<file path="src/design/qdrsc_pkg.sv">
package qdrsc_pkg;

	// ----------------------------------------
	// Channels, clock and timing
	// ----------------------------------------
	localparam int          NCH          = 4;
	localparam int          CODE_BITS    = 12;
	localparam int          CLK_NS       = 20;
	localparam int          CLK_MHZ      = 1000 / CLK_NS;
	localparam int          CAL_TIME_US  = 200;
	localparam int          CAL_CYCLES   = CAL_TIME_US * CLK_MHZ;
	localparam int          SPIKE_NS     = 50;
	localparam int          FILT_LEN     = (SPIKE_NS + CLK_NS - 1) / CLK_NS;
	localparam logic [3:0]  BYTE_BITS    = 4'h8;

	// ----------------------------------------
	// Bus addresses
	// ----------------------------------------
	localparam logic [4:0]  ADDR_UPPER   = 5'h03;
	localparam logic [6:0]  BCAST_ADDR   = 7'h08;

	// ----------------------------------------
	// Command byte: opcode in [7:4], channel in [3:0]
	// ----------------------------------------
	localparam logic [3:0]  OP_CODE      = 4'h0;
	localparam logic [3:0]  OP_LOAD      = 4'h1;
	localparam logic [3:0]  OP_CODE_LOAD = 4'h2;
	localparam logic [3:0]  OP_REF       = 4'h3;
	localparam logic [3:0]  OP_POWER     = 4'h4;
	localparam logic [3:0]  OP_CLEAR     = 4'h5;
	localparam logic [3:0]  OP_RESET     = 4'h6;
	localparam int          ALL_CH_BIT   = 3;

	// ----------------------------------------
	// Reference selection and reset values
	// ----------------------------------------
	localparam logic [1:0]  REF_EXT      = 2'h0;
	localparam logic [1:0]  REF_2V048    = 2'h1;
	localparam logic [1:0]  REF_2V500    = 2'h2;
	localparam logic [1:0]  REF_4V096    = 2'h3;
	localparam logic [1:0]  RST_REF      = REF_EXT;
	localparam logic [3:0]  RST_PD       = 4'h0;

	// ----------------------------------------
	// Serial engine states
	// ----------------------------------------
	typedef enum logic [2:0]
	{
		S_IDLE = 3'b000,
		S_ADDR = 3'b001,
		S_WR   = 3'b010,
		S_ACK  = 3'b011,
		S_RD   = 3'b100,
		S_MACK = 3'b101
	} qdrsc_fsm_e;

endpackage

</file>
<file path="src/design/qdrsc_ctrl.sv">
`timescale 1ns/1ps
// Contract
// Four channels, each an unsigned 12-bit code, zero meaning zero output.
// Serial input shifts in, then routes to control, one or all channels.
// Pending register stores a setting without touching the output.
// Pending register written by pending-write and write-and-update commands.
// Output register holds the value applied to the channel output.
// Write-and-update writes output and pending registers together.
// Transfer copies pending into output for each addressed channel.
// Both registers keep their contents while channels are powered down.
// Pending-write and transfer still act while powered down.
// Soft clear and soft reset zero every pending and output register.
// Power-on clears all channel outputs to code zero.
// Software selects internal reference 2.048V, 2.500V or 4.096V.
// After reset the reference is external mode.
// Master makes the serial clock, starts transfers, at most 400kHz.
// Write is slave address, command byte, then data word.
// Each sequence opens with START or repeated START, closes with STOP.
// Every byte to the device is 8 bits plus one acknowledge pulse.
// For reads master sends address, then nine clocks per byte.
// Device drives read data bits in step with master clocks.
// Master acknowledges each read byte, ends with not-acknowledge and STOP.
// Data line is input and open-drain output; clock is input only.
// Address is 00011 plus two bits from the address strap.
// Broadcast byte 00010000 acknowledged regardless of strap, writes only.
// Data bytes held temporarily, moved to target during acknowledge.
// About 200us calibration after power-up; commands then are ignored.
// Clock and data lines synchronised and filtered before edge detection.
module qdrsc_ctrl
#(
	parameter int DW         = qdrsc_pkg::CODE_BITS,
	parameter int CAL_CYCLES = qdrsc_pkg::CAL_CYCLES
)
(
	// Clock and reset
	input  wire logic                           core_clk,
	input  wire logic                           rst,
	// Serial bus pins
	input  wire logic                           scl_in,
	input  wire logic                           sda_in,
	output logic                                sda_out,
	output logic                                sda_oe_n,
	// Address strap
	input  wire logic [1:0]                     addr_sel,
	// Converter side
	output logic [qdrsc_pkg::NCH*DW-1:0]        chan_code,
	output logic [qdrsc_pkg::NCH-1:0]           chan_pd,
	output logic [1:0]                          ref_sel,
	output logic                                cal_busy
);

	localparam int NCH = qdrsc_pkg::NCH;
	localparam int FL  = qdrsc_pkg::FILT_LEN;
	localparam int CW  = $clog2(CAL_CYCLES + 1);

	// ----------------------------------------
	// Parameter checks
	// ----------------------------------------
	// Readback packs the code left-justified into two bytes.
	if (DW < 8 || DW > 16)
	begin : g_dw_chk
		$error("DW must lie between 8 and 16");
	end
	if (CAL_CYCLES < 1)
	begin : g_cal_chk
		$error("CAL_CYCLES must be at least 1");
	end

	// ----------------------------------------
	// State
	// ----------------------------------------
	typedef struct packed
	{
		logic [1:0]                   scl_s;
		logic [1:0]                   sda_s;
		logic [1:0]                   adr_m;
		logic [1:0]                   adr_q;
		logic [FL-1:0]                scl_h;
		logic [FL-1:0]                sda_h;
		logic                         scl_f;
		logic                         sda_f;
		qdrsc_pkg::qdrsc_fsm_e        st;
		logic [3:0]                   cnt;
		logic [7:0]                   sh;
		logic [7:0]                   tx;
		logic                         rw;
		logic [1:0]                   bidx;
		logic [1:0]                   ridx;
		logic [7:0]                   cmd;
		logic [7:0]                   dhi;
		logic                         macked;
		logic                         oe_n;
		logic [NCH-1:0][DW-1:0]       pend;
		logic [NCH-1:0][DW-1:0]       dac;
		logic [1:0]                   refs;
		logic [NCH-1:0]               pd;
		logic [CW-1:0]                cal;
		logic                         busy;
	} qdrsc_regs_s;

	qdrsc_regs_s     r;
	qdrsc_regs_s     n;
	logic            rise_c;
	logic            fall_c;
	logic            start_c;
	logic            stop_c;
	logic            match_c;
	logic            exec_c;
	logic [15:0]     word_c;
	logic [DW-1:0]   code_c;
	logic [NCH-1:0]  mask_c;

	// ----------------------------------------
	// Decoders
	// ----------------------------------------
	// Channel field: bit 3 selects all channels, else the low bits pick one.
	function automatic logic [NCH-1:0] chan_mask(input logic [3:0] sel);
		logic [NCH-1:0] m;
		m = '0;
		if (sel[qdrsc_pkg::ALL_CH_BIT])
			m = '1;
		else
			m[sel[1:0]] = 1'b1;
		return m;
	endfunction

	// Readback: output register of the addressed channel, then all ones.
	function automatic logic [7:0] rd_byte(input logic [DW-1:0] v, input logic [1:0] idx);
		logic [15:0] w;
		w = 16'(v) << (16 - DW);
		if (idx == 2'h0)
			return w[15:8];
		else if (idx == 2'h1)
			return w[7:0];
		else
			return 8'hFF;
	endfunction

	// ----------------------------------------
	// Next-state logic
	// ----------------------------------------
	// Every field is computed here; the clocked process only stores it.
	always_comb
	begin
		n = r;
		// Two flops per pin; only the second stage feeds the filter.
		n.scl_s = {r.scl_s[0], scl_in};
		n.sda_s = {r.sda_s[0], sda_in};
		n.adr_m = addr_sel;
		n.adr_q = r.adr_m;
		n.scl_h = {r.scl_h[FL-2:0], r.scl_s[1]};
		n.sda_h = {r.sda_h[FL-2:0], r.sda_s[1]};
		// A level must hold for the whole window, which rejects short spikes.
		if (&r.scl_h)
			n.scl_f = 1'b1;
		else if (~|r.scl_h)
			n.scl_f = 1'b0;
		if (&r.sda_h)
			n.sda_f = 1'b1;
		else if (~|r.sda_h)
			n.sda_f = 1'b0;
		rise_c  = n.scl_f & ~r.scl_f;
		fall_c  = ~n.scl_f & r.scl_f;
		start_c = r.scl_f & n.scl_f & r.sda_f & ~n.sda_f;
		stop_c  = r.scl_f & n.scl_f & ~r.sda_f & n.sda_f;
		// Calibration timer runs down once after reset.
		if (r.cal != '0)
			n.cal = r.cal - CW'(1);
		n.busy = (n.cal != '0);
		// Own address or write-only broadcast.
		match_c = ((r.sh[7:3] == qdrsc_pkg::ADDR_UPPER)
			&& (r.sh[2:1] == r.adr_q))
			|| ((r.sh[7:1] == qdrsc_pkg::BCAST_ADDR) && !r.sh[0]);
		word_c = {r.dhi, r.sh};
		code_c = word_c[15 -: DW];
		mask_c = chan_mask(r.cmd[3:0]);
		exec_c = 1'b0;

		if (start_c)
		begin
			n.st   = qdrsc_pkg::S_ADDR;
			n.cnt  = '0;
			n.bidx = '0;
			n.oe_n = 1'b1;
		end
		else if (stop_c)
		begin
			// An unfinished command is dropped with no effect.
			n.st   = qdrsc_pkg::S_IDLE;
			n.oe_n = 1'b1;
		end
		else
		begin
			// Data is taken on the rising clock edge.
			if (rise_c && (r.st == qdrsc_pkg::S_ADDR || r.st == qdrsc_pkg::S_WR))
			begin
				n.sh  = {r.sh[6:0], r.sda_f};
				n.cnt = r.cnt + 4'h1;
			end
			if (rise_c && r.st == qdrsc_pkg::S_RD)
				n.cnt = r.cnt + 4'h1;
			if (rise_c && r.st == qdrsc_pkg::S_MACK)
				n.macked = ~r.sda_f;
			// The data line only changes while the clock is low.
			if (fall_c)
			begin
				case (r.st)
					qdrsc_pkg::S_ADDR:
					begin
						if (r.cnt == qdrsc_pkg::BYTE_BITS)
						begin
							if (match_c)
							begin
								n.st   = qdrsc_pkg::S_ACK;
								n.oe_n = 1'b0;
								n.rw   = r.sh[0];
							end
							else
								n.st = qdrsc_pkg::S_IDLE;
						end
					end
					qdrsc_pkg::S_WR:
					begin
						if (r.cnt == qdrsc_pkg::BYTE_BITS)
						begin
							n.st   = qdrsc_pkg::S_ACK;
							n.oe_n = 1'b0;
							// Bytes move to their target in the ack slot.
							case (r.bidx)
								2'h0:
								begin
									n.cmd  = r.sh;
									n.ridx = '0;
									n.bidx = 2'h1;
								end
								2'h1:
								begin
									n.dhi  = r.sh;
									n.bidx = 2'h2;
								end
								default:
								begin
									exec_c = 1'b1;
									n.bidx = 2'h0;
								end
							endcase
						end
					end
					qdrsc_pkg::S_ACK:
					begin
						n.cnt = '0;
						if (r.rw)
						begin
							n.st   = qdrsc_pkg::S_RD;
							n.tx   = rd_byte(r.dac[r.cmd[1:0]], r.ridx);
							n.oe_n = n.tx[7];
							n.ridx = r.ridx + 2'(r.ridx != 2'h2);
						end
						else
						begin
							n.st   = qdrsc_pkg::S_WR;
							n.oe_n = 1'b1;
						end
					end
					qdrsc_pkg::S_RD:
					begin
						if (r.cnt == qdrsc_pkg::BYTE_BITS)
						begin
							n.st   = qdrsc_pkg::S_MACK;
							n.oe_n = 1'b1;
						end
						else
						begin
							n.tx   = {r.tx[6:0], 1'b1};
							n.oe_n = r.tx[6];
						end
					end
					qdrsc_pkg::S_MACK:
					begin
						// A not-acknowledge returns the engine to idle until the next START.
						n.cnt = '0;
						if (r.macked)
						begin
							n.st   = qdrsc_pkg::S_RD;
							n.tx   = rd_byte(r.dac[r.cmd[1:0]], r.ridx);
							n.oe_n = n.tx[7];
							n.ridx = r.ridx + 2'(r.ridx != 2'h2);
						end
						else
							n.st = qdrsc_pkg::S_IDLE;
					end
					default:
						n.st = qdrsc_pkg::S_IDLE;
				endcase
			end
		end

		// Command execution; power-down never blocks register updates.
		if (exec_c && r.cal == '0)
		begin
			case (r.cmd[7:4])
				qdrsc_pkg::OP_CODE:
				begin
					for (int i = 0; i < NCH; i++)
						if (mask_c[i])
							n.pend[i] = code_c;                 // see R3, see R4
				end
				qdrsc_pkg::OP_LOAD:
				begin
					for (int i = 0; i < NCH; i++)
						if (mask_c[i])
							n.dac[i] = r.pend[i];               // see R7
				end
				qdrsc_pkg::OP_CODE_LOAD:
				begin
					for (int i = 0; i < NCH; i++)
						if (mask_c[i])
						begin
							n.pend[i] = code_c;
							n.dac[i]  = code_c;
						end
				end
				qdrsc_pkg::OP_REF:
					n.refs = word_c[1:0];
				qdrsc_pkg::OP_POWER:
					n.pd = word_c[NCH-1:0];
				qdrsc_pkg::OP_CLEAR:
				begin
					n.pend = '0;
					n.dac  = '0;
				end
				qdrsc_pkg::OP_RESET:
				begin
					n.pend = '0;
					n.dac  = '0;
					n.refs = qdrsc_pkg::RST_REF;
					n.pd   = qdrsc_pkg::RST_PD;
				end
				default:
					n.st = r.st;
			endcase
		end
	end

	// ----------------------------------------
	// State register
	// ----------------------------------------
	// Reset doubles as power-on: zero codes, external reference, recalibrate.
	always_ff @(posedge core_clk)
	begin
		if (rst)
		begin
			r        <= '0;
			r.scl_s  <= '1;
			r.sda_s  <= '1;
			r.scl_h  <= '1;
			r.sda_h  <= '1;
			r.scl_f  <= 1'b1;
			r.sda_f  <= 1'b1;
			r.oe_n   <= 1'b1;
			r.st     <= qdrsc_pkg::S_IDLE;
			r.refs   <= qdrsc_pkg::RST_REF;
			r.pd     <= qdrsc_pkg::RST_PD;
			r.cal    <= CW'(CAL_CYCLES);
			r.busy   <= 1'b1;
		end
		else
			r <= n;
	end

	// ----------------------------------------
	// Outputs
	// ----------------------------------------
	// Open drain: the pin only ever pulls low; the clock is never driven.
	assign sda_out   = 1'b0;
	assign sda_oe_n  = r.oe_n;
	assign chan_code = r.dac;                                   // see R1
	assign chan_pd   = r.pd;
	assign ref_sel   = r.refs;
	assign cal_busy  = r.busy;
endmodule

</file>
<file path="config.mk">
export PLATFORM = sky130hd
export DESIGN_NAME = qdrsc_ctrl
export DESIGN_NICKNAME = d
export VERILOG_FILES = /design/src/design/qdrsc_pkg.sv /design/src/design/qdrsc_ctrl.sv
export SDC_FILE = /design/constraint.sdc
export NUM_CORES = 1
export LEC_CHECK = 0
export ABC_AREA = 1
export CORE_MARGIN = 1.5
export CORE_UTILIZATION = 59
export CTS_CLUSTER_DIAMETER = 40
export DETAILED_ROUTE_END_ITERATION = 6
export DONT_BUFFER_PORTS = 1
export HOLD_SLACK_MARGIN = 0.02
export PLACE_DENSITY = 0.76
export SLEW_MARGIN = 20
export SYNTH_ARGS = -nofsm -noshare
export SYNTH_HDL_FRONTEND = slang
export SYNTH_SLANG_ARGS = --single-unit
</file>
<file path="constraint.sdc">
create_clock -name core_clk -period 2.1 [get_ports core_clk]
set_clock_uncertainty 0.1 [all_clocks]
set_input_delay 0.42 -clock core_clk [delete_from_list [all_inputs] [get_ports core_clk]]
set_output_delay 0.42 -clock core_clk [all_outputs]
set_load 0.02 [all_outputs]
</file>
Yosys cells after proc, flatten, opt, wreduce, memory -nomap -nowiden
Index checks and enable logic that the tools add are counted.
{"block": "word_totals", "ff_bits": 179, "input_bits": 6, "word_cells": 216}
{"block": "classes", "add_sub_neg": 3, "n_lt_le_gt_ge": 2, "n_eq_ne": 38, "mux": 75, "bitwise_logic": 13, "n_reduce_logical": 54}
{"cell": "$mux W12", "count": 12}
{"cell": "$pmux W48 S3", "count": 1}
{"cell": "$pmux W48 S2", "count": 1}
{"cell": "$mux W8", "count": 6}
{"cell": "$mux W42", "count": 1}
{"cell": "$mux W29", "count": 1}
{"cell": "$ne A2 B2 Y1 const B", "count": 14}
{"cell": "$reduce_bool A14 Y1", "count": 2}
{"cell": "$bmux W12 S2", "count": 1}
{"cell": "$mux W3", "count": 8}
{"cell": "$pmux W8 S3", "count": 1}
{"cell": "$reduce_and A3 Y1", "count": 8}
{"cell": "$reduce_and A6 Y1", "count": 4}
{"cell": "$mux W1", "count": 21}
{"cell": "$mux W20", "count": 1}
{"cell": "$mux W4", "count": 5}
{"cell": "$reduce_and A4 Y1", "count": 5}
{"cell": "$mux W16", "count": 1}
{"cell": "$pmux W3 S5", "count": 1}
{"cell": "$logic_not A14 Y1", "count": 1}
{"cell": "$mux W14", "count": 1}
{"cell": "$mux W7", "count": 2}
{"cell": "$ne A2 B1 Y1 const B", "count": 7}
{"cell": "$sub A14 B1 Y14 const B", "count": 1}
{"cell": "38 further kinds", "count": 79}

Depth between registers and ports, before layout
Gate-level depths: netlist of the first run.
{"block": "logic_depth", "word_depth": 17, "depth_mapped": 13}

Least setup slack after synthesis of the first run
No wires, ideal clock.
{"block": "synth_path", "path_type": "reg2reg", "from": "reg r[1] in the netlist's numbering", "to": "reg r[71] in the netlist's numbering", "setup_time_ns": 0.132, "arrival_time_ns": 1.676, "required_time_ns": 1.868, "slack_ns": 0.192, "path_stages_with_launch": 14, "synth_period_minus_slack_ns": 1.908, "cell_sequence": "dfxtp_1 inv_1 ha_1 nand2_4 nor2_8 nand2_4 clkinv_2 nand2_4 inv_6 buf_12 nand2_2 buf_2 nand2_1 a21oi_1"}
{"block": "synth_via", "elab_chain_len": 3}
{"element": "start: declaration", "line": "qdrsc_ctrl.sv:101", "rtl": "qdrsc_regs_s r;"}
{"element": "start signal: assignment", "line": "qdrsc_ctrl.sv:368", "rtl": "r <= n;"}
{"element": "$logic_not A14 Y1", "line": "qdrsc_ctrl.sv:299", "rtl": "if (exec_c && r.cal == '0)"}
{"element": "$logic_and A1 B1 Y1", "line": "qdrsc_ctrl.sv:299"}
{"element": "$reduce_and A3 Y1 (no line)"}
No other way between the ends.
A chain may end at the register's enable or synchronous reset.

Worst setup path in the final report of the first run
{"block": "layout_path", "from": "reg r[5] in the netlist's numbering", "to": "reg r[8] in the netlist's numbering"}
{"block": "layout_via", "elab_chain_len": 2, "elab_cells_between_ends": 3}
{"element": "$sub A14 B1 Y14 or $reduce_bool A14 Y1 (tied branches)", "line": "qdrsc_ctrl.sv:168, qdrsc_ctrl.sv:167"}
{"element": "$mux W14 (*)", "line": "qdrsc_ctrl.sv:167", "rtl": "if (r.cal != '0)"}
Every way passes the cells marked *; elsewhere a longest branch is shown, timed or not.

==> results of run 1 <==
## state kept, by name, summed over array words and instances (netlist names)
register   flops
chan_code     48
code_c        12
ref_sel        2
sda_oe_n       1
n             10
chan_pd        4
cal_busy       1
r             99
## cells by family after synthesis
kind of cell	after synthesis	synth area share, %
simple gates	679	33.9
flops	177	40.2
fa+ha+maj	5	0.709
compound gates	194	11.3
other cells	1	0.0425
buf+inv	222	13.2
xor+xnor	7	0.695
## per-layer routing
metal / share of wire, % / track usage (%)
met5: 0 / 0
met4: 3.2 / 11.1
met3: 7.9 / 5.69
met2: 46 / 47.5
met1: 42 / 41.1
## critical path: stages, from the launching register on
cell and delay [ns]:
dfxtp_1 0.36, nor2_1 0.24, nand2_1 0.12, nor2_1 0.15
xor2_1 0.22, nand2_1 0.09, nor2_1 0.09, dlygate4sd3_1 0.54
## cell usage in the layout (no fill, tap or decap), types with 4 or more instances in the layout
cell type and instances:
o211ai_1 4, nand4_1 64, xor2_1 5, buf_4 39, a21oi_1 143, inv_1 90, dlygate4sd3_1 23, clkbuf_16 17
ha_1 4, clkinv_4 4, o21ai_0 39, or2_2 7, nor2_2 5, nor2_1 89, nand2_1 351, nor3_1 9
dfxtp_1 176, nand2_2 6, nand3_1 132, nand3b_1 5, nand2_4 4
## cells in the mapped netlist, types with 9 or more instances
cell type	instances	area [um^2]
a21oi_1	143	716
buf_2	17	85.1
buf_4	56	420
buf_6	10	113
clkbuf_1	41	154
dfxtp_1	177	3540
inv_1	91	342
nand2_1	355	1330
nand3_1	134	671
nand4_1	64	400
nor2_1	92	345
nor3_1	9	45.0
o21ai_0	39	195
## stage by stage
step / total power [W] / cells / TNS (ns) / cell area, um^2
global route: 0.00717 / 1441 / -0.00716 / 9530
floorplan: 0.00371 / 1285 / 0 / 8820
finish: 0.00696 / 1441 / 0 / 9530
CTS: 0.00695 / 1438 / 0 / 9440
detailed placement: 0.00372 / 1384 / -0.00459 / 8620
global placement: 0.00372 / 1384 / 0 / 8620
## path summary, 6_finish.rpt
path                         endpoint  slack [ns]  depth (start not counted)
setup / recovery      r[8]$_SDFF_PP0_        0.12                          7
hold / removal    r[105]$_SDFFE_PP0P_        0.05                          1
setup reg to reg      r[8]$_SDFF_PP0_        0.12                          7
hold reg to reg   r[140]$_SDFFE_PP0P_        0.35                          2
## power groups by stage
stage                     clock network [W]  registers [W]  logic [W]
final                               0.00324        0.00343   0.000293
after global routing                0.00341        0.00343   0.000328
after CTS                           0.00326        0.00342   0.000268
after detailed placement                  0        0.00350   0.000226
after global placement                    0        0.00350   0.000222
after floorplan                           0        0.00349   0.000217
## what timing repair did
item	CTS	global route
endpoints found under the setup margin	3	104
hold buffers	22	1
pin swaps	0	5
setup buffers	0	2
gates resized for setup	1	17
endpoints found under the hold margin	129	6
## final cells by class
type | instances | share of cell area [%]
clock inverter | 12 | 1.67
clock buffer | 20 | 4.69
tap | 184 | 2.42
inverter | 95 | 3.89
timing repair buffer | 67 | 6.36
sequential | 177 | 37.2
multi-input combinational | 886 | 43.8
==> flow_metrics.env, run 1 <==
export IMPL_status="complete, no violations"
export IMPL_clock_sinks=177
export IMPL_worst_slack_ns=0.122
export IMPL_gr_total_overflow=0
export IMPL_seqCellArea_um2=3540
export IMPL_power_density_nw_per_um2=731
export IMPL_grtUsageTotal_pct=30.0
export IMPL_via_per_inst=5.69
export IMPL_critical_path_class="reg -> reg"
export IMPL_p_int_w=0.00543
export IMPL_clkTransAtPathRegs_ns=0.07
export IMPL_synthArstFlopShare_pct=0
export IMPL_dp_hpwl_mm=16.0
export IMPL_dr_pass1_iters=5
export IMPL_drv_cap=0
export IMPL_critPathLaunch="r[5]$_SDFF_PP1_"
export IMPL_grt_max_degree=132
export IMPL_synth_main_ff_cell="dfxtp_1"
export IMPL_cp_max_fo=4
export IMPL_insertion_delay_ns=0.43
export IMPL_die_x_um=125
export IMPL_fill_cells=1274
export IMPL_syn2layout_area_growth_pct=8.00
export IMPL_die_area_um2=15700
export IMPL_core_area_um2=14600
export IMPL_die_h_um=125
export IMPL_hold_viol=0
export IMPL_whs_ns=0.0467
export IMPL_crit_arrival_ns=2.24
export IMPL_finalCritPeriodShare_pct=94.2
export IMPL_switchingPower_w=0.00153
export IMPL_ys_seq_area_share_pct=40.2
export IMPL_synth_distinct_cells=36
export IMPL_min_from="rst"
export IMPL_grt_pass1_wl_mm=38.2
export IMPL_dr_total_vias=8194
export IMPL_gp_congestion=0.923
export IMPL_synth_net_count=1296
export IMPL_end_kind="register"
export IMPL_postRouteAntennaNets=0
export IMPL_synth_area_um2=8820
export IMPL_port_buffers=0
export IMPL_pin_count=63
export IMPL_n_antenna_cell=0
export IMPL_drc=0
export IMPL_cts_buffer_depth=2
export IMPL_hp_class="in -> reg"
export IMPL_p_sw_share_pct=22.0
export IMPL_worst_setup_path_start_kind="register"
export IMPL_dp_slack_ns=-0.00459
export IMPL_drt_total_wl_mm=23.2
export IMPL_p_comb_share_pct=4.2
export IMPL_r2r_start="r[5]$_SDFF_PP1_"
export IMPL_final_nets=1255
export IMPL_cts_inserted_buffers=17
export IMPL_synth_area_per_cell_um2=6.87
export IMPL_wl_per_cell_um=16.1
export IMPL_setup_viol=0
export IMPL_clkPwrFrac_pct=46.6
export IMPL_initial_core_util_pct=60.5
export IMPL_fp_row_count=44
export IMPL_first_global_vias=7527
export IMPL_drive_above_1_share_pct=8.75
export IMPL_cp_required_ns=2.37
export IMPL_p_leak_nw=4.03
export IMPL_final_min_clock_period_ns=1.98
export IMPL_cts_root_buf="clkbuf_16"
export IMPL_power_frac_seq_pct=49.2
export IMPL_synth_edf_count=0
export IMPL_antenna_found_initial=0
export IMPL_ys_ff_latch=177
export IMPL_multiInputGateArea_um2=4170
export IMPL_ctsHtreeMaxLevel=4
export IMPL_yosys_warnings=0
export IMPL_ir_drop_mv=0.906
export IMPL_drtIter0Drc=1042
export IMPL_fin_util_pct=65.3
export IMPL_syn_inst=1285
export IMPL_clock_fmax_ghz=0.505
export IMPL_cts_tree="built"
export IMPL_slew_viol_final=0
(Power assumes the default switching activity.)
==> inputs of run 2 (changes only) <==
--- a/config.mk
+++ b/config.mk
@@ -13,6 +13,7 @@
 export DONT_BUFFER_PORTS = 1
 export HOLD_SLACK_MARGIN = 0.02
 export PLACE_DENSITY = 0.76
+export SETUP_SLACK_MARGIN = 0.4
 export SLEW_MARGIN = 20
 export SYNTH_ARGS = -nofsm -noshare
 export SYNTH_HDL_FRONTEND = slang
==> flow_metrics.env, run 2 (synthesized netlist as in run 1, its figures left out) <==
export IMPL_drt_total_wl_mm=27.9
export IMPL_largest_reg_flops=99
export IMPL_p_comb_share_pct=4.1
export IMPL_insertion_delay_ns=0.43
export IMPL_cp_max_fo=6
export IMPL_die_h_um=125
export IMPL_routed_wl_met3_mm=2.56
export IMPL_min_from="rst"
export IMPL_grt_pass1_wl_mm=40.2
export IMPL_ir_drop_mv=0.633
export IMPL_power_frac_seq_pct=48.3
export IMPL_min_path_cells=1
export IMPL_cts_inserted_buffers=17
export IMPL_hp_class="in -> reg"
export IMPL_clock_fmax_ghz=0.517
export IMPL_regMostFlops="r"
export IMPL_die_x_um=125
export IMPL_r2r_end="chan_code[45]$_SDFFE_PP0P_"
export IMPL_r2r_start="r[1]$_SDFF_PP0_"
export IMPL_antenna_found_initial=0
export IMPL_setup_viol=0
export IMPL_dr_pass1_iters=7
export IMPL_top_layer_used="met4"
export IMPL_via_per_inst=6.20
export IMPL_final_nets=1286
export IMPL_clkPwrFrac_pct=47.6
export IMPL_cp_required_ns=2.35
export IMPL_clock_sinks=177
export IMPL_fp_row_count=44
export IMPL_postRouteAntennaNets=0
export IMPL_critical_path_class="reg -> reg"
export IMPL_r2r_slack_ns=0.17
export IMPL_crit_arrival_ns=2.18
export IMPL_fin_setup_tns_ns=0
export IMPL_die_area_um2=15700
export IMPL_p_sw_share_pct=21.7
export IMPL_cts_tree="built"
export IMPL_core_area_um2=14600
export IMPL_dp_slack_ns=0.0680
export IMPL_holdPathEnd="chan_pd[3]$_SDFFE_PP0P_"
export IMPL_gp_congestion=0.969
export IMPL_ctsHtreeMaxLevel=4
export IMPL_p_leak_nw=4.34
export IMPL_whs_ns=-0.0333
export IMPL_status="finished with violations"
export IMPL_met1_length_mm=10.7
export IMPL_wl_met2_mm=13.1
export IMPL_rsz0062_at_grt="true"
export IMPL_gr_total_overflow=0
export IMPL_port_buffers=0
export IMPL_drv_cap=0
export IMPL_final_min_clock_period_ns=1.93
export IMPL_stdcell_area_um2=11000
export IMPL_wl_per_cell_um=19.0
export IMPL_final_common_cell="nand2_1"
export IMPL_pin_count=63
export IMPL_grtUsageTotal_pct=32.2
export IMPL_post_dp_cell_area_um2=8650
export IMPL_drive_above_1_share_pct=26.6
export IMPL_initial_core_util_pct=60.5
export IMPL_cts_root_buf="clkbuf_16"
export IMPL_worst_slack_ns=0.166
export IMPL_first_global_vias=7760
export IMPL_n_antenna_cell=0
export IMPL_rr_worst_depth=12
export IMPL_cts_hold_buf=13
export IMPL_p_int_w=0.00555
export IMPL_drtIter0Drc=1125
export IMPL_grt_max_degree=132
export IMPL_dp_hpwl_mm=16.2
export IMPL_switchingPower_w=0.00154
export IMPL_worst_setup_path_start_kind="register"
export IMPL_slew_viol_final=0
export IMPL_clkTransAtPathRegs_ns=0.06
export IMPL_power_density_nw_per_um2=647
export IMPL_syn2layout_area_growth_pct=24.2
export IMPL_drc=0
export IMPL_violations="hold timing"
export IMPL_cts_buffer_depth=2
export IMPL_end_kind="register"
export IMPL_dr_total_vias=9122
export IMPL_finalCritPeriodShare_pct=92.1
export IMPL_mostFrequentLayoutCells="nand2_1 (293), dfxtp_1 (167), nand3_1 (98), a21oi_1 (86), inv_1 (77)"
export IMPL_hold_viol=15
[run 2: changes by cell type in the layout (fill, tap and decap cells not counted), sizes merged]
cell / change
buf: +30
dlygate4sd3: -10
clkbuf: +4
clkinvlp: +1
nand2: +1
bufinv: +1
clkinv: +3
[run 2: worst max-delay path by stage]
stage	to	depth (start not counted)	start
2_1_floorplan	r[71]$_SDFFE_PP0P_	13	r[157]$_SDFFE_PP0N_
3_3_place_gp	r[99]$_SDFFE_PP0P_	11	r[1]$_SDFF_PP0_
3_5_place_dp	r[100]$_SDFFE_PP0P_	11	r[1]$_SDFF_PP0_
4_1_cts	r[84]$_SDFFE_PP0P_	12	r[157]$_SDFFE_PP0N_
5_1_grt	chan_code[35]$_SDFFE_PP0P_	11	r[156]$_SDFFE_PP0N_
6_report	chan_code[45]$_SDFFE_PP0P_	12	r[1]$_SDFF_PP0_
[run 2: routing by layer]
| metal | up-vias | global-route usage (%) |
|---|---|---|
| met2 | 573 | 50.5 |
| met5 | - | 0 |
| met1 | 4254 | 41.8 |
| met4 | 0 | 17.6 |
| li1 | 4168 | - |
| met3 | 127 | 6.33 |
[run 2: timing repair]
item                                   CTS  global route
gates resized for setup                 96           215
gates cloned                             9            10
setup endpoints to repair              131           144
pin swaps                               35            50
endpoints found under the hold margin  129           118
setup buffers                           15            13
[run 2: metrics by stage]
stage	util, %	instances	power, W
floorplan	-	1285	0.00371
global placement	59.3	1380	0.00372
detailed placement	59.3	1380	0.00373
CTS	68.3	1448	0.00707
global route	75.1	1471	0.00728
finish	75.1	1471	0.00709
[run 2: power groups by stage]
stage | combinational (W) | clock (W) | sequential, W
after detailed placement | 0.000235 | 0 | 0.00349
after CTS | 0.000266 | 0.00338 | 0.00342
final | 0.000289 | 0.00338 | 0.00342
after global placement | 0.000229 | 0 | 0.00349
after global routing | 0.000324 | 0.00353 | 0.00343
after floorplan | 0.000223 | 0 | 0.00349
[run 2: cell type report]
| class | instances | area, um^2 |
|---|---|---|
| clock buffer | 20 | 457 |
| clock inverter | 11 | 161 |
| fill | 984 | 3630 |
| inverter | 95 | 374 |
| multi-input combinational | 887 | 5060 |
| sequential | 177 | 3560 |
| tap | 184 | 230 |
| timing repair buffer | 91 | 1030 |
| timing repair inverter | 6 | 86.3 |
[run 2: critical path, stage by stage, from the launching register on]
cell and delay [ns]:
dfxtp_1 0.34, inv_2 0.07, ha_4 0.17, nand2_4 0.10, nor2_8 0.04, nand2_4 0.06
clkinv_2 0.11, nand2_8 0.19, clkinv_8 0.13, nand3_4 0.11, buf_8 0.15, nand2_1 0.07
a21oi_1 0.20
==> inputs of run 3 (changes only) <==
--- a/config.mk
+++ b/config.mk
@@ -5,7 +5,7 @@
 export SDC_FILE = /design/constraint.sdc
 export NUM_CORES = 1
 export LEC_CHECK = 0
-export ABC_AREA = 1
+export ABC_AREA = 0
 export CORE_MARGIN = 1.5
 export CORE_UTILIZATION = 59
 export CTS_CLUSTER_DIAMETER = 40
==> flow_metrics.env, run 3 <==
export IMPL_status="finished with violations"
export IMPL_violations="hold timing, setup timing"
export IMPL_clock_fmax_ghz=0.424
export IMPL_setup_viol=104
export IMPL_syn2layout_area_growth_pct=29.8
export IMPL_crit_arrival_ns=2.58
export IMPL_antenna_found_initial=0
export IMPL_p_comb_share_pct=5.6
export IMPL_yosys_warnings=0
export IMPL_via_per_inst=6.90
export IMPL_multiInputGateArea_um2=5160
export IMPL_final_nets=1060
export IMPL_syn_inst=1000
export IMPL_clock_sinks=177
export IMPL_synth_edf_count=0
export IMPL_cts_root_buf="clkbuf_16"
export IMPL_drv_cap=0
export IMPL_fp_row_count=44
export IMPL_hold_viol=12
export IMPL_finalCritPeriodShare_pct=112
export IMPL_p_int_w=0.00540
export IMPL_insertion_delay_ns=0.44
export IMPL_cp_max_fo=48
export IMPL_die_area_um2=15400
export IMPL_dr_pass1_iters=6
export IMPL_ir_drop_mv=0.558
export IMPL_final_min_clock_period_ns=2.36
export IMPL_synth_area_um2=8650
export IMPL_slew_viol_final=0
export IMPL_core_area_um2=14400
export IMPL_ys_ff_latch=177
export IMPL_whs_ns=-0.0636
export IMPL_largest_reg_flops=99
export IMPL_cts_tree="built"
export IMPL_critPathLaunch="r[2]$_SDFF_PP0_"
export IMPL_synth_area_leaders="dfxtp_1 (41%), a21oi_1 (9.7%), buf_4 (5.5%), a211oi_1 (4.5%), mux2i_1 (4.1%)"
export IMPL_wl_per_cell_um=23.9
export IMPL_yosys_area_top_type_share_pct=41.0
export IMPL_grt_max_degree=176
export IMPL_clkTransAtPathRegs_ns=0.07
export IMPL_cts_buffer_depth=2
export IMPL_synthTopCellsByCount="dfxtp_1 (177), a21oi_1 (167), nor2_1 (73)"
export IMPL_first_global_vias=7467
export IMPL_pin_count=63
export IMPL_rsz0062_at_grt="true"
export IMPL_power_density_nw_per_um2=631
export IMPL_cts_inserted_buffers=17
export IMPL_synth_area_leader_cell="dfxtp_1"
export IMPL_dr_total_vias=8592
export IMPL_r2r_start="r[2]$_SDFF_PP0_"
export IMPL_p_sw_share_pct=23.8
export IMPL_final_cells=1246
export IMPL_seqCellArea_um2=3570
export IMPL_synthArstFlopShare_pct=0
export IMPL_worst_setup_path_start_kind="register"
export IMPL_clkPwrFrac_pct=46.3
export IMPL_cts_hold_buf=18
export IMPL_p_leak_nw=3.83
export IMPL_ys_seq_area_share_pct=41.0
export IMPL_dp_hpwl_mm=16.1
export IMPL_regMostFlops="r"
export IMPL_drive_above_1_share_pct=35.0
export IMPL_worst_slack_ns=-0.256
export IMPL_die_h_um=124
export IMPL_yosysMostFrequentCell="dfxtp_1"
export IMPL_n_antenna_cell=0
export IMPL_gp_congestion=0.906
export IMPL_switchingPower_w=0.00169
export IMPL_synth_distinct_cells=66
export IMPL_drc=0
export IMPL_gr_total_overflow=0
export IMPL_initial_core_util_pct=59.9
export IMPL_synth_area_per_cell_um2=8.65
export IMPL_tightest_slew_ns=0.704
export IMPL_synth_main_ff_cell="dfxtp_1"
export IMPL_dp_cells=1157
export IMPL_end_kind="register"
export IMPL_port_buffers=0
export IMPL_synth_net_count=1011
export IMPL_die_x_um=124
export IMPL_fill_cells=836
export IMPL_critical_path_class="reg -> reg"
export IMPL_grtUsageTotal_pct=34.1
export IMPL_cp_required_ns=2.32
export IMPL_drtIter0Drc=1402
export IMPL_drt_total_wl_mm=29.8
export IMPL_dp_slack_ns=-0.112
export IMPL_power_frac_seq_pct=48.2
export IMPL_postRouteAntennaNets=0
export IMPL_final_common_cell="dfxtp_1"
export IMPL_ctsHtreeMaxLevel=4
export IMPL_slew_headroom_pct=52.9
export IMPL_grt_pass1_wl_mm=40.1
export IMPL_hp_class="in -> reg"
export IMPL_mostFrequentLayoutCells="dfxtp_1 (162), a21oi_1 (149), buf_4 (97), nor2_1 (63), nand3_1 (57)"
export IMPL_min_from="rst"
## run 3: cell count changes after synthesis, sizes merged, moves of 10 or more
cell and delta:
mux4 +12, mux2i +35, nand3 -75, nand2 -330
nand2b +10, and2 +26, o21ai +28, nand4 -60
a211oi +50, nor2 -25, clkbuf +13, a21oi +27
inv -80
## run 3: kinds of logic (layout without fill, tap and decap cells)
logic type / count (synthesis) / count (layout) / synth area share, %
AO/OA/AOI/OAI: 330 / 330 / 22.1
AND/OR/NAND/NOR: 277 / 277 / 17.9
buffers and inverters: 148 / 210 / 9.62
other: 1 / 1 / 0.0434
flip-flops: 177 / 177 / 41.0
multiplexers: 47 / 47 / 7.18
XOR/XNOR: 15 / 15 / 1.52
adder cells (fa/ha/maj): 5 / 5 / 0.724
## run 3: stage by stage
step                instance area, um^2  utilization (%)  power [W]  TNS [ns]  hold WS [ns]
CTS                               10600             73.8    0.00698     -3.99       -0.0667
global placement                   9330             64.7    0.00369     -6.75         0.291
finish                            11200             77.8    0.00708    -17.25       -0.0636
floorplan                          9040                -    0.00366     -2.11         0.289
global route                      11200             77.8    0.00723    -23.06       -0.0715
detailed placement                 9380             65.0    0.00369     -3.39         0.298
## run 3: layout make-up
type | count | share of cell area (%)
Clock buffer | 17 | 3.79
Multi-Input combinational cell | 675 | 46.0
Timing Repair Buffer | 164 | 14.3
Sequential cell | 177 | 31.8
Tap cell | 184 | 2.05
Inverter | 14 | 0.468
Clock inverter | 15 | 1.54
## run 3: final timing paths
path | end | slack (ns) | cells past startpoint
worst max-delay path | r[105]$_SDFFE_PP0P_ | -0.26 | 8
worst min-delay path | r[162]$_SDFFE_PP0P_ | -0.06 | 1
worst max register to register | r[105]$_SDFFE_PP0P_ | -0.26 | 8
worst min register to register | r[115]$_SDFFE_PP0P_ | 0.39 | 2
## run 3: critical path, stage by stage, from the launching register on
cell and delay (ns):
dfxtp_2 0.33, inv_2 0.07, ha_4 0.14, and4bb_2 0.28
nand4_1 0.20, or4_4 0.58, buf_12 0.19, o21ai_0 0.23
a21oi_1 0.09
## run 3: power groups by stage
stage	sequential [W]	combinational [W]	clock, W
final	0.00341	0.000395	0.00328
after global placement	0.00348	0.000210	0
after CTS	0.00340	0.000317	0.00326
after floorplan	0.00348	0.000175	0
after detailed placement	0.00348	0.000214	0
after global routing	0.00341	0.000412	0.00341
## run 3: layer usage
layer / vias to the layer above / routed length (um) / track usage (%)
li1: 3658 / - / -
met2: 660 / 13400 / 50.9
met5: - / 0 / 0
met1: 4116 / 11200 / 44.5
met4: 0 / 1520 / 15.7
met3: 158 / 3750 / 11.6
## run 3: repair_timing
item                       4_1_cts  5_1_grt
hold endpoints to repair       169      151
pin swaps                       17       60
setup endpoints to repair      147      157
resized for setup               90      107
setup buffers                   15       17
gates cloned                     3        4
